--- src/shared/ssr_pkg.sv ---
// constants, carrier types and register map of the jk shift register block
// Notes on behaviour
// load-select low: edge copies parallel inputs in
// clear low: stages low, inverted output high
// load-select high: edge shifts stage n to n+1
// serial pair sets, clears, toggles or keeps stage0
// transfers only on a low-to-high clock edge
// far side may tie serial pair together
// far side may wire outputs back to shift left
// after clear, contents hold until next edge
package ssr_pkg;

    // ==========================================================
    // sizes
    localparam int unsigned STAGES = 4;
    localparam int unsigned FIFO_DEPTH = 8;
    localparam int unsigned LEVEL_W = $clog2(FIFO_DEPTH + 1);
    localparam int unsigned ADDR_W = 8;
    localparam int unsigned DATA_W = 32;

    // ==========================================================
    // register offsets (byte addresses)
    localparam logic [ADDR_W-1:0] CTRL_OFFS = 8'h00;
    localparam logic [ADDR_W-1:0] STATUS_OFFS = 8'h04;
    localparam logic [ADDR_W-1:0] DATA_OFFS = 8'h08;

    // ==========================================================
    // field positions
    localparam int unsigned CTRL_CAPTURE_BIT = 0;
    localparam int unsigned STATUS_STAGE_LSB = 0;
    localparam int unsigned STATUS_INV_BIT = 4;
    localparam int unsigned STATUS_VALID_BIT = 5;
    localparam int unsigned STATUS_FULL_BIT = 6;
    localparam int unsigned STATUS_OVF_BIT = 7;
    localparam int unsigned STATUS_LEVEL_LSB = 8;
    localparam int unsigned DATA_VALID_BIT = 31;

    // ==========================================================
    // values after reset
    localparam logic [STAGES-1:0] STAGE_RST = 4'h0;
    localparam logic INV_RST = 1'b1;
    localparam logic CLK_PREV_RST = 1'b1;
    localparam logic CAPTURE_RST = 1'b1;
    localparam logic OVF_RST = 1'b0;

    // ==========================================================
    // types
    typedef struct packed {
        logic jSet;
        logic kInvKeep;
    } ssr_serial_t;

    typedef struct packed {
        logic [STAGES-1:0] stages;
        logic lastInv;
    } ssr_snap_t;

    localparam int unsigned SNAP_W = $bits(ssr_snap_t);

    typedef enum {
        OP_IDLE,
        OP_LOAD,
        OP_SHIFT
    } ssr_op_t;

endpackage : ssr_pkg

--- src/rtl/ssr_fifo.sv ---
// parameterised flip-flop fifo with valid and ready on both sides
`timescale 1ns/1ps
module ssr_fifo #(
    parameter int unsigned WIDTH = 5,
    parameter int unsigned DEPTH = 8
) (
    input wire logic clk,
    input wire logic rstN,
    input wire logic inValid,
    output logic inReady,
    input wire logic [WIDTH-1:0] inData,
    output logic outValid,
    input wire logic outReady,
    output logic [WIDTH-1:0] outData,
    output logic [$clog2(DEPTH+1)-1:0] level
);

    localparam int unsigned AW = $clog2(DEPTH);
    localparam int unsigned CW = $clog2(DEPTH + 1);

    logic [WIDTH-1:0] mem [DEPTH];
    logic [AW-1:0] wrPtrReg;
    logic [AW-1:0] rdPtrReg;
    logic [CW-1:0] countReg;
    logic [CW-1:0] countNext;
    logic inReadyReg;
    logic outValidReg;
    logic push;
    logic pop;

    // ==========================================================
    // handshakes
    assign push = inValid & inReadyReg;
    assign pop = outValidReg & outReady;
    assign inReady = inReadyReg;
    assign outValid = outValidReg;
    assign outData = mem[rdPtrReg];
    assign level = countReg;

    always_comb
    begin
        countNext = countReg;
        if (push && !pop)
        begin
            countNext = countReg + CW'(1);
        end
        else if (pop && !push)
        begin
            countNext = countReg - CW'(1);
        end
    end

    // ==========================================================
    // pointers and flags; flags are registered so full and empty never glitch
    always_ff @(posedge clk or negedge rstN)
    begin
        if (!rstN)
        begin
            wrPtrReg <= '0;
            rdPtrReg <= '0;
            countReg <= '0;
            inReadyReg <= 1'b1;
            outValidReg <= 1'b0;
        end
        else
        begin
            if (push)
            begin
                wrPtrReg <= (wrPtrReg == AW'(DEPTH - 1)) ? '0 : wrPtrReg + AW'(1);
            end
            if (pop)
            begin
                rdPtrReg <= (rdPtrReg == AW'(DEPTH - 1)) ? '0 : rdPtrReg + AW'(1);
            end
            countReg <= countNext;
            inReadyReg <= (countNext != CW'(DEPTH));
            outValidReg <= (countNext != '0);
        end
    end

    // ==========================================================
    // storage, no reset needed: only read while counted valid
    always_ff @(posedge clk)
    begin
        if (push)
        begin
            mem[wrPtrReg] <= inData;
        end
    end

endmodule : ssr_fifo

--- src/rtl/ssr_jk_shift_reg.sv ---
// four-stage jk-fed shift register with apb access and snapshot fifo
//
// The APB interface to the registers and the placing of the registers were decided locally.
`timescale 1ns/1ps
module ssr_jk_shift_reg (
    input wire logic mclk,
    input wire logic nrst,
    // apb slave
    input wire logic psel,
    input wire logic penable,
    input wire logic pwrite,
    input wire logic [ssr_pkg::ADDR_W-1:0] paddr,
    input wire logic [ssr_pkg::DATA_W-1:0] pwdata,
    output logic [ssr_pkg::DATA_W-1:0] prdata,
    output logic pready,
    output logic pslverr,
    // shift register pins
    input wire logic clockPulseIn,
    input wire logic loadSelectN,
    input wire logic clearN,
    input wire ssr_pkg::ssr_serial_t serialIn,
    input wire logic [ssr_pkg::STAGES-1:0] parallelIn,
    output logic [ssr_pkg::STAGES-1:0] stageOut,
    output logic lastStageInv,
    output logic captureReady
);
    import ssr_pkg::*;

    // ==========================================================
    // declarations
    logic coreRstN;
    logic cpPrevReg;
    logic cpRise;
    ssr_op_t opNow;
    logic firstNext;
    logic [STAGES-1:0] stageReg;
    logic [STAGES-1:0] stageNext;
    logic invReg;

    logic captureEnReg;
    logic ovfReg;
    ssr_snap_t snapIn;
    ssr_snap_t snapOut;
    logic pushReq;
    logic fifoInReady;
    logic fifoOutValid;
    logic fifoOutReady;
    logic [LEVEL_W-1:0] fifoLevel;

    logic setupPhase;
    logic accessDone;
    logic [DATA_W-1:0] rdValue;
    logic errNow;
    logic [DATA_W-1:0] prdataReg;
    logic preadyReg;
    logic pslverrReg;
    logic popArmReg;
    logic ovfClear;

    // ==========================================================
    // clear and reset
    // clear is asynchronous by nature, so it joins the reset tree
    // instead of being sampled; a gated reset is the price of that
    assign coreRstN = nrst & clearN;

    // ==========================================================
    // edge detection on the register clock pin
    always_ff @(posedge mclk or negedge coreRstN)
    begin
        if (!coreRstN)
        begin
            cpPrevReg <= CLK_PREV_RST;
        end
        else
        begin
            cpPrevReg <= clockPulseIn;
        end
    end

    // prev resets high so a pin already high at clear release is no edge
    assign cpRise = clockPulseIn & ~cpPrevReg;

    // ==========================================================
    // operation decode
    always_comb
    begin
        opNow = OP_IDLE;
        if (cpRise)
        begin
            if (loadSelectN)
            begin
                opNow = OP_SHIFT;
            end
            else
            begin
                opNow = OP_LOAD;
            end
        end
    end

    // set when j high and stage low, keep when k-bar high and stage high;
    // a tied pair therefore acts as a plain data input
    assign firstNext = (serialIn.jSet & ~stageReg[0])
        | (serialIn.kInvKeep & stageReg[0]);

    always_comb
    begin
        stageNext = stageReg;
        case (opNow)
            OP_LOAD:
            begin
                stageNext = parallelIn;
            end
            OP_SHIFT:
            begin
                stageNext = {stageReg[STAGES-2:0], firstNext};
            end
            OP_IDLE:
            begin
                stageNext = stageReg;
            end
            default:
            begin
                stageNext = stageReg;
            end
        endcase
    end

    // ==========================================================
    // stages and inverted last stage
    always_ff @(posedge mclk or negedge coreRstN)
    begin
        if (!coreRstN)
        begin
            stageReg <= STAGE_RST;
            invReg <= INV_RST;
        end
        else
        begin
            stageReg <= stageNext;
            invReg <= ~stageNext[STAGES-1];
        end
    end

    assign stageOut = stageReg;
    assign lastStageInv = invReg;

    // ==========================================================
    // snapshot capture
    assign snapIn.stages = stageNext;
    assign snapIn.lastInv = ~stageNext[STAGES-1];
    assign pushReq = captureEnReg && (opNow != OP_IDLE);

    ssr_fifo #(
        .WIDTH(SNAP_W),
        .DEPTH(FIFO_DEPTH)
    ) u_fifo (
        .clk(mclk),
        .rstN(nrst),
        .inValid(pushReq),
        .inReady(fifoInReady),
        .inData(snapIn),
        .outValid(fifoOutValid),
        .outReady(fifoOutReady),
        .outData(snapOut),
        .level(fifoLevel)
    );

    assign captureReady = fifoInReady;

    // ==========================================================
    // apb read mux
    assign setupPhase = psel & ~penable;
    assign accessDone = psel & penable & preadyReg;

    always_comb
    begin
        rdValue = '0;
        errNow = 1'b0;
        case (paddr)
            CTRL_OFFS:
            begin
                rdValue[CTRL_CAPTURE_BIT] = captureEnReg;
            end
            STATUS_OFFS:
            begin
                rdValue[STATUS_STAGE_LSB +: STAGES] = stageReg;
                rdValue[STATUS_INV_BIT] = invReg;
                rdValue[STATUS_VALID_BIT] = fifoOutValid;
                rdValue[STATUS_FULL_BIT] = ~fifoInReady;
                rdValue[STATUS_OVF_BIT] = ovfReg;
                rdValue[STATUS_LEVEL_LSB +: LEVEL_W] = fifoLevel;
            end
            DATA_OFFS:
            begin
                rdValue[SNAP_W-1:0] = snapOut;
                rdValue[DATA_VALID_BIT] = fifoOutValid;
            end
            default:
            begin
                errNow = 1'b1;
            end
        endcase
    end

    // ==========================================================
    // apb answer: no wait state, data fixed in the setup cycle
    always_ff @(posedge mclk or negedge nrst)
    begin
        if (!nrst)
        begin
            prdataReg <= '0;
            preadyReg <= 1'b0;
            pslverrReg <= 1'b0;
            popArmReg <= 1'b0;
        end
        else
        begin
            preadyReg <= setupPhase;
            pslverrReg <= setupPhase & errNow;
            popArmReg <= setupPhase & ~pwrite & (paddr == DATA_OFFS) & fifoOutValid;
            if (setupPhase)
            begin
                prdataReg <= pwrite ? '0 : rdValue;
            end
        end
    end

    assign prdata = prdataReg;
    assign pready = preadyReg;
    assign pslverr = pslverrReg;

    // only a read that saw a valid word pops, so no word is lost
    assign fifoOutReady = accessDone & popArmReg;

    // ==========================================================
    // apb writes
    assign ovfClear = accessDone & pwrite & (paddr == STATUS_OFFS) & pwdata[STATUS_OVF_BIT];

    always_ff @(posedge mclk or negedge nrst)
    begin
        if (!nrst)
        begin
            captureEnReg <= CAPTURE_RST;
        end
        else if (accessDone && pwrite && paddr == CTRL_OFFS)
        begin
            captureEnReg <= pwdata[CTRL_CAPTURE_BIT];
        end
    end

    // a snapshot refused by a full fifo marks overflow; set beats clear
    always_ff @(posedge mclk or negedge nrst)
    begin
        if (!nrst)
        begin
            ovfReg <= OVF_RST;
        end
        else
        begin
            ovfReg <= (pushReq & ~fifoInReady) | (ovfReg & ~ovfClear);
        end
    end

endmodule : ssr_jk_shift_reg

--- config.mk ---
export PLATFORM = sky130hd
export DESIGN_NAME = ssr_jk_shift_reg
export DESIGN_NICKNAME = d
export VERILOG_FILES = /design/src/shared/ssr_pkg.sv /design/src/rtl/ssr_fifo.sv /design/src/rtl/ssr_jk_shift_reg.sv
export SDC_FILE = /design/constraint.sdc
export NUM_CORES = 1
export LEC_CHECK = 0
export BUFFER_PORTS_ARGS = -buffer_cell sky130_fd_sc_hd__buf_4
export CORE_MARGIN = 10
export CORE_UTILIZATION = 52
export CTS_CLUSTER_DIAMETER = 30
export DETAILED_ROUTE_END_ITERATION = 12
export GPL_ROUTABILITY_DRIVEN = 0
export PLACE_DENSITY = 0.78
export SLEW_MARGIN = 20
export SYNTH_ARGS = -nofsm -noshare
export SYNTH_HDL_FRONTEND = slang
export SYNTH_SLANG_ARGS = --single-unit
--- constraint.sdc ---
create_clock -name mclk -period 1.9 [get_ports mclk]
set_input_delay 0.285 -clock mclk [delete_from_list [all_inputs] [get_ports mclk]]
set_output_delay 0.285 -clock mclk [all_outputs]
set_load 0.02 [all_outputs]
**After elaboration in Yosys (flattened, before gate mapping)**

Memories as Yosys holds them, arrays and structs flattened.
Index checks and enable logic that the tools add are counted.

- Multipliers: 0
- Reduce and logical (&&, ||, !) cells: 11
- Muxes and demuxes: 15
- Shift-type cells: 0
- Magnitude comparators: 0
- Add/sub/neg operators: 4
- Div/mod/pow operators: 0
- Equal/unequal tests: 7
- Bitwise gates (word level): 28

Operators with widths:

| cell | count |
|---|---|
| two-way mux 32 bit | 2 |
| equality test 32 x 1 -> 1 bit (second input constant) | 1 |
| equality test 32 x 2 -> 1 bit (second input constant) | 1 |
| nonzero test 32 bit | 1 |
| AND 1 bit | 19 |
| case mux 4 bit (2 select lines) | 2 |
| equality test 8 x 3 -> 1 bit (second input constant) | 1 |
| equality test 8 x 4 -> 1 bit (second input constant) | 1 |
| logical NOT 8 bit | 1 |
| two-way mux 4 bit | 2 |
| two-way mux 7 bit | 1 |
| NOT 1 bit | 7 |
| adder 3 x 1 -> 3 bit (second input constant) | 2 |
| equality test 3 bit (second input constant) | 2 |
| two-way mux 3 bit | 2 |
| logical AND 1 bit | 5 |
| adder 4 x 1 -> 4 bit (second input constant) | 1 |
| two-way mux 1 bit | 4 |
| != test 4 bit (second input constant) | 1 |
| nonzero test 4 bit | 1 |
| subtractor 4 x 1 -> 4 bit (second input constant) | 1 |
| case mux 1 bit (3 select lines) | 1 |
| OR reduction 3 bit | 1 |
| logical NOT 1 bit | 2 |
| 2 further kinds | 3 |

- Output and inout port bits: 40
- Register bits after elaboration: 55
- ROM bits: 0
- Memories kept: 1
- Memory bits (writable): 40
- Bits in latches: 0
- Logic and storage cells: 80
- Input port bits: 54

Memory list:

| name | words | bits a word | rd ports | clocked after memory_dff | write ports | line | source |
|---|---|---|---|---|---|---|---|
| u_fifo.mem | 8 | 5 | 1 | 0 | 1 | ssr_fifo.sv:21 | `logic [WIDTH-1:0] mem [DEPTH];` |

**Longest topological paths before layout**

- Depth in word-level cells: 11
- Depth in mapped cells: 6
- Depth with buffers taken out: 5

**Hierarchy**

From an unflattened synthesis, not the netlist that was laid out.

- Cells, all modules: 258
- Area total of the unflattened synthesis: 3543.4 um2

Modules (own cells, without submodules):

| module | cells each | instances | seq. area each (um2) | area an instance (um2) |
|---|---|---|---|---|
| ssr_fifo | 138 | 1 | 1502.7 | 2248.4 |
| ssr_jk_shift_reg | 120 | 1 | 604.3 | 1295.0 |

**Worst setup path after synthesis**

No wires, ideal clock.

- Path kind: reg-to-reg
- From: register u_fifo.inReadyReg, in the netlist u_fifo.inReady
- To: memory u_fifo.mem[0][0] (enable)
- Period minus slack after synthesis: 1.823 ns
- Arrival: 1.441 ns
- Cell stages (with the launch flop): 3
- Slack: 0.077 ns
- Library setup time: 0.381 ns
- Buffers on the path: 0
- Path through: dfstp_2 -> nand4b_2 -> nor4_1

- Word-level cells in the longest chain between the ends: 3

Ends and longest elaborated chain:

| element | line | source |
|---|---|---|
| from (decl) | ssr_fifo.sv:26 | `logic inReadyReg;` |
| from (signal assigned) | ssr_fifo.sv:76 | `inReadyReg <= (countNext != CW'(DEPTH));` |
| AND 1 bit | ssr_fifo.sv:33 | `assign push = inValid & inReadyReg;` |
| two-way mux 1 bit | ssr_fifo.sv:85 | `if (push)` |
| two-way mux 1 bit (implied by the code) | ssr_fifo.sv:87 | `mem[wrPtrReg] <= inData;` |
| to (decl) | ssr_fifo.sv:21 |  |

No other way between the ends.

**Final worst setup path**

- From: register captureEnReg
- To: register u_fifo.outValidReg, in the netlist u_fifo.outValid

- Word-level cells in the longest chain between the ends: 7
- Elaborated cells on any way between the ends: 8
- Those cells by class: mux (2); bitwise (1); reduce/logical (5)

Ends and longest elaborated chain:

| element | line | source |
|---|---|---|
| from (decl) | ssr_jk_shift_reg.sv:40 | `logic captureEnReg;` |
| from (signal assigned) | ssr_jk_shift_reg.sv:248 | `captureEnReg <= pwdata[CTRL_CAPTURE_BIT];` |
| logical AND 1 bit * | ssr_jk_shift_reg.sv:152 | `assign pushReq = captureEnReg && (opNow != OP_IDLE);` |
| AND 1 bit * | ssr_fifo.sv:33 |  |
| logical NOT 1 bit | ssr_fifo.sv:47 | `else if (pop && !push)` |
| logical AND 1 bit | ssr_fifo.sv:47 |  |
| two-way mux 4 bit | ssr_fifo.sv:47 |  |
| two-way mux 4 bit * | ssr_fifo.sv:43 | `if (push && !pop)` |
| nonzero test 4 bit * | ssr_fifo.sv:77 | `outValidReg <= (countNext != '0);` |
| to (signal assigned) | ssr_fifo.sv:77 |  |
| to (decl) | ssr_fifo.sv:27 | `logic outValidReg;` |

Every way passes the cells marked *; elsewhere a longest branch is shown, timed or not.
A chain may end at the register's enable or synchronous reset.

==> summary.txt <==
Outcome
  – Status: complete, no violations

Critical path
  – CP max FO: 7
  – Worst r2r src: captureEnReg
  – Crit path capture type: flop
  – Worst Path Arrival: 1.99 ns
  – Worst Path Required: 2.12 ns
  – Setup crit end: u_fifo.outValid
  – R2R Path End: u_fifo.outValid
  – CP Launch Type: flop
  – Critical Path Max Stage Delay: 0.58 ns
  – R2r setup slk: 0.13 ns
  – CP cell instances: and4b_1, nor3_4, or4_1, o21ai_1, nand3b_1
  – CP max-delay cell: dfstp_2
  – Worst Setup Path Type: flop to flop
  – R2R depth: 5
  – Crit. Startpoint: captureEnReg

Floorplan
  – Area of the core: 6310 sq um
  – Starting density of the core: 53.3%
  – Die area: 10100 sq um
  – Die Wd: 100 um
  – Core Rows: 29
  – I/O pins: 94
  – Die span in y: 100 um

Route
  – First-pass DRT Iterations: 4
  – Detailed-route via count: 2108
  – Vias per cell: 5.49
  – Post-route ant nets: 0
  – 1st-iter DRT viols: 81
  – DR DRC count: 0
  – Detailed Route WL: 6760 um
  – Average wire per standard cell: 17.6 um

Synthesis
  – Synth cell types: 48
  – Seq cells post-synth: 76
  – Primary FF master, synth: edfxtp_1
  – Syn Area/Cell: 14.1 sq um
  – Post-synth ARST share: 47.4%
  – Synth Warn #: 0
  – Sequential share of the synthesized area: 62.6%
  – Post-synth EDFFs: 40
  – Post-Synthesis Cell Area: 3360 sq um
  – Cells after synthesis: 238

CTS
  – Total CTS buffers: 9
  – Clock transition at the registers of the reported paths: 0.08 ns
  – Clock sink count: 76
  – Root Driver: clkbuf_8
  – CTS tree: yes
  – CTS max path bufs: 2
  – Post-CTS setup repair buffer count: 0
  – Htree depth: 3
  – Clock Latency Late Sink: 0.34 ns

Global routing
  – First-pass GRT wire length: 10800 um
  – Met2 Use GR: 22.5%
  – Global Route met3 Usage: 3.16%
  – Most used routing layer: met2
  – Global Route Usage Sum: 13.7%
  – Vias in the first global route: 2113
  – M1 GR Usage: 16.4%
  – Global route total overflow: 0
  – Largest net degree at the start of global routing: 32
  – Antenna violations before repair: 0

Pwr
  – Internal power: 2.49 mW
  – Share of power burned in registers: 55.9%
  – Pwr/cell area: 810 nW/um^2
  – Net switching power: 776 uW
  – Static leakage: 1.74 nW
  – Max VDD drop: 0.433 mV
  – Comb power frac: 8.1%
  – Clock Power Share: 36.0%
  – Sw Share: 23.8%

Timing
  – # setup viols final: 0
  – Setup TNS: 0 ns
  – Count of final hold-check violations: 0
  – Max Slew Vio Count: 0
  – RSZ-0062 raised after global routing: false
  – Fin crit share: 93.2%
  – Hold_ws: 0.0789 ns
  – Achievable frequency: 565 MHz
  – Setup Skew: 0.0107 ns
  – Slew headroom: 43.1%
  – Worst-Margin Slew: 0.845 ns
  – Final worst slack: 0.130 ns
  – Crit path time final: 1.77 ns

Run
  – # Max-Cap Violations: 0

Cells and area
  – Commonest non-fill, non-tap cell in the layout: buf_4
  – N_diodes: 0
  – Synthesis-to-finish area growth: 19.8%
  – Share of layout cells above drive strength 1: 32.2%
  – Layout Nets: 362
  – Most frequent cells in the layout: buf_4 (60), edfxtp_1 (40), dfrtp_1 (32)
  – Cell Count, Final, Fillers Out: 384

Placement
  – Placed cells: 366
  – Placement Setup Slack: 0.0852 ns
  – Port bufs: 44
  – Post-DP HPWL: 5010 um

Min path
  – Min-Delay Path Class: input port to flop
==> cells in the mapped netlist, types with 4 or more instances <==
cell | instances | share of area [%]
edfxtp_1 | 40 | 36
dfrtp_1 | 32 | 24
buf_4 | 19 | 4.2
nand2_1 | 15 | 1.7
nor2_1 | 14 | 1.6
mux2i_1 | 10 | 3.0
mux4_2 | 10 | 6.7
nor3_1 | 8 | 1.2
a22o_1 | 7 | 1.8
inv_1 | 7 | 0.78
ha_1 | 6 | 2.2
nand2b_1 | 6 | 1.1
clkbuf_1 | 5 | 0.56
o21ai_1 | 5 | 0.74
a221o_1 | 4 | 1.2
dfstp_2 | 4 | 3.1
==> layer usage <==
layer	part of all wire (%)	up-vias
li1	-	969
met1	41	1066
met2	50	67
met3	7.1	6
met4	1.3	0
met5	0	-
==> worst min path at each step <==
stage / cells after the start / endpoint / slack [ns] / start
after CTS: 1 / cpPrevReg / 0.06 / clockPulseIn
after global placement: 1 / u_fifo.level[3] / 0.23 / nrst
after global routing: 1 / cpPrevReg / 0.07 / clockPulseIn
after detailed placement: 1 / prdata[10] / 0.24 / nrst
after floorplan: 0 / ovfReg / -0.01 / nrst
final: 1 / cpPrevReg / 0.08 / clockPulseIn
==> worst max-delay path: cells and delay by family, from the launching register on <==
family          cells  cell delay, ns
simple gates        4            0.96
flops               1            0.58
compound gates      1            0.12
==> flip-flops by register name, indices dropped and copies added (netlist names) <==
name and cells:
u_fifo.mem 40, prdata 13, stageOut 4, u_fifo.level 4, u_fifo.rdPtrReg 3, u_fifo.wrPtrReg 3, captureEnReg 1, cpPrevReg 1
lastStageInv 1, ovfReg 1, popArmReg 1, pready 1, pslverr 1, u_fifo.inReady 1, u_fifo.outValid 1
==> metrics by stage <==
step / utilization [%] / power [mW] / instance area (sq um)
2_1_floorplan: - / 2.01 / 3430
5_1_grt: 63.8 / 3.37 / 4030
6_report: 63.8 / 3.26 / 4030
3_3_place_gp: 60.4 / 2.11 / 3810
4_1_cts: 63.7 / 3.28 / 4020
3_5_place_dp: 60.4 / 2.12 / 3810
==> cells by family (layout without fill, tap and decap cells) <==
family	count (synthesis)	in the layout	share of synthesized area (%)
adder cells (fa/ha/maj)	6	6	2.23
multiplexers	22	22	10.3
other	1	19	0.112
XOR/XNOR	3	3	1.00
AND/OR/NAND/NOR	63	63	10.2
buffers and inverters	36	87	6.44
AO/OA/AOI/OAI	31	31	7.07
flip-flops	76	76	62.6
==> cell type report <==
| type | count | area (sq um) |
|---|---|---|
| Clock buffer | 9 | 124 |
| Clock inverter | 7 | 67.6 |
| Fill cell | 472 | 2280 |
| Inverter | 8 | 30.0 |
| Multi-Input combinational cell | 144 | 1110 |
| Sequential cell | 76 | 2110 |
| Tap cell | 77 | 96.3 |
| Timing Repair Buffer | 63 | 490 |
==> power groups by stage <==
stage	combinational, mW	sequential (mW)	clock (mW)
finish	0.263	1.82	1.17
global placement	0.252	1.86	0
floorplan	0.132	1.88	0
global route	0.288	1.83	1.26
detailed placement	0.257	1.86	0
CTS	0.262	1.82	1.20
==> what timing repair did <==
action / CTS / global route
hold endpoints to repair: 32 / 0
resized for setup: 0 / 2
setup endpoints to repair: 0 / 11
hold buffers: 2 / 0
No activity file was read; power rests on OpenSTA's default activity.
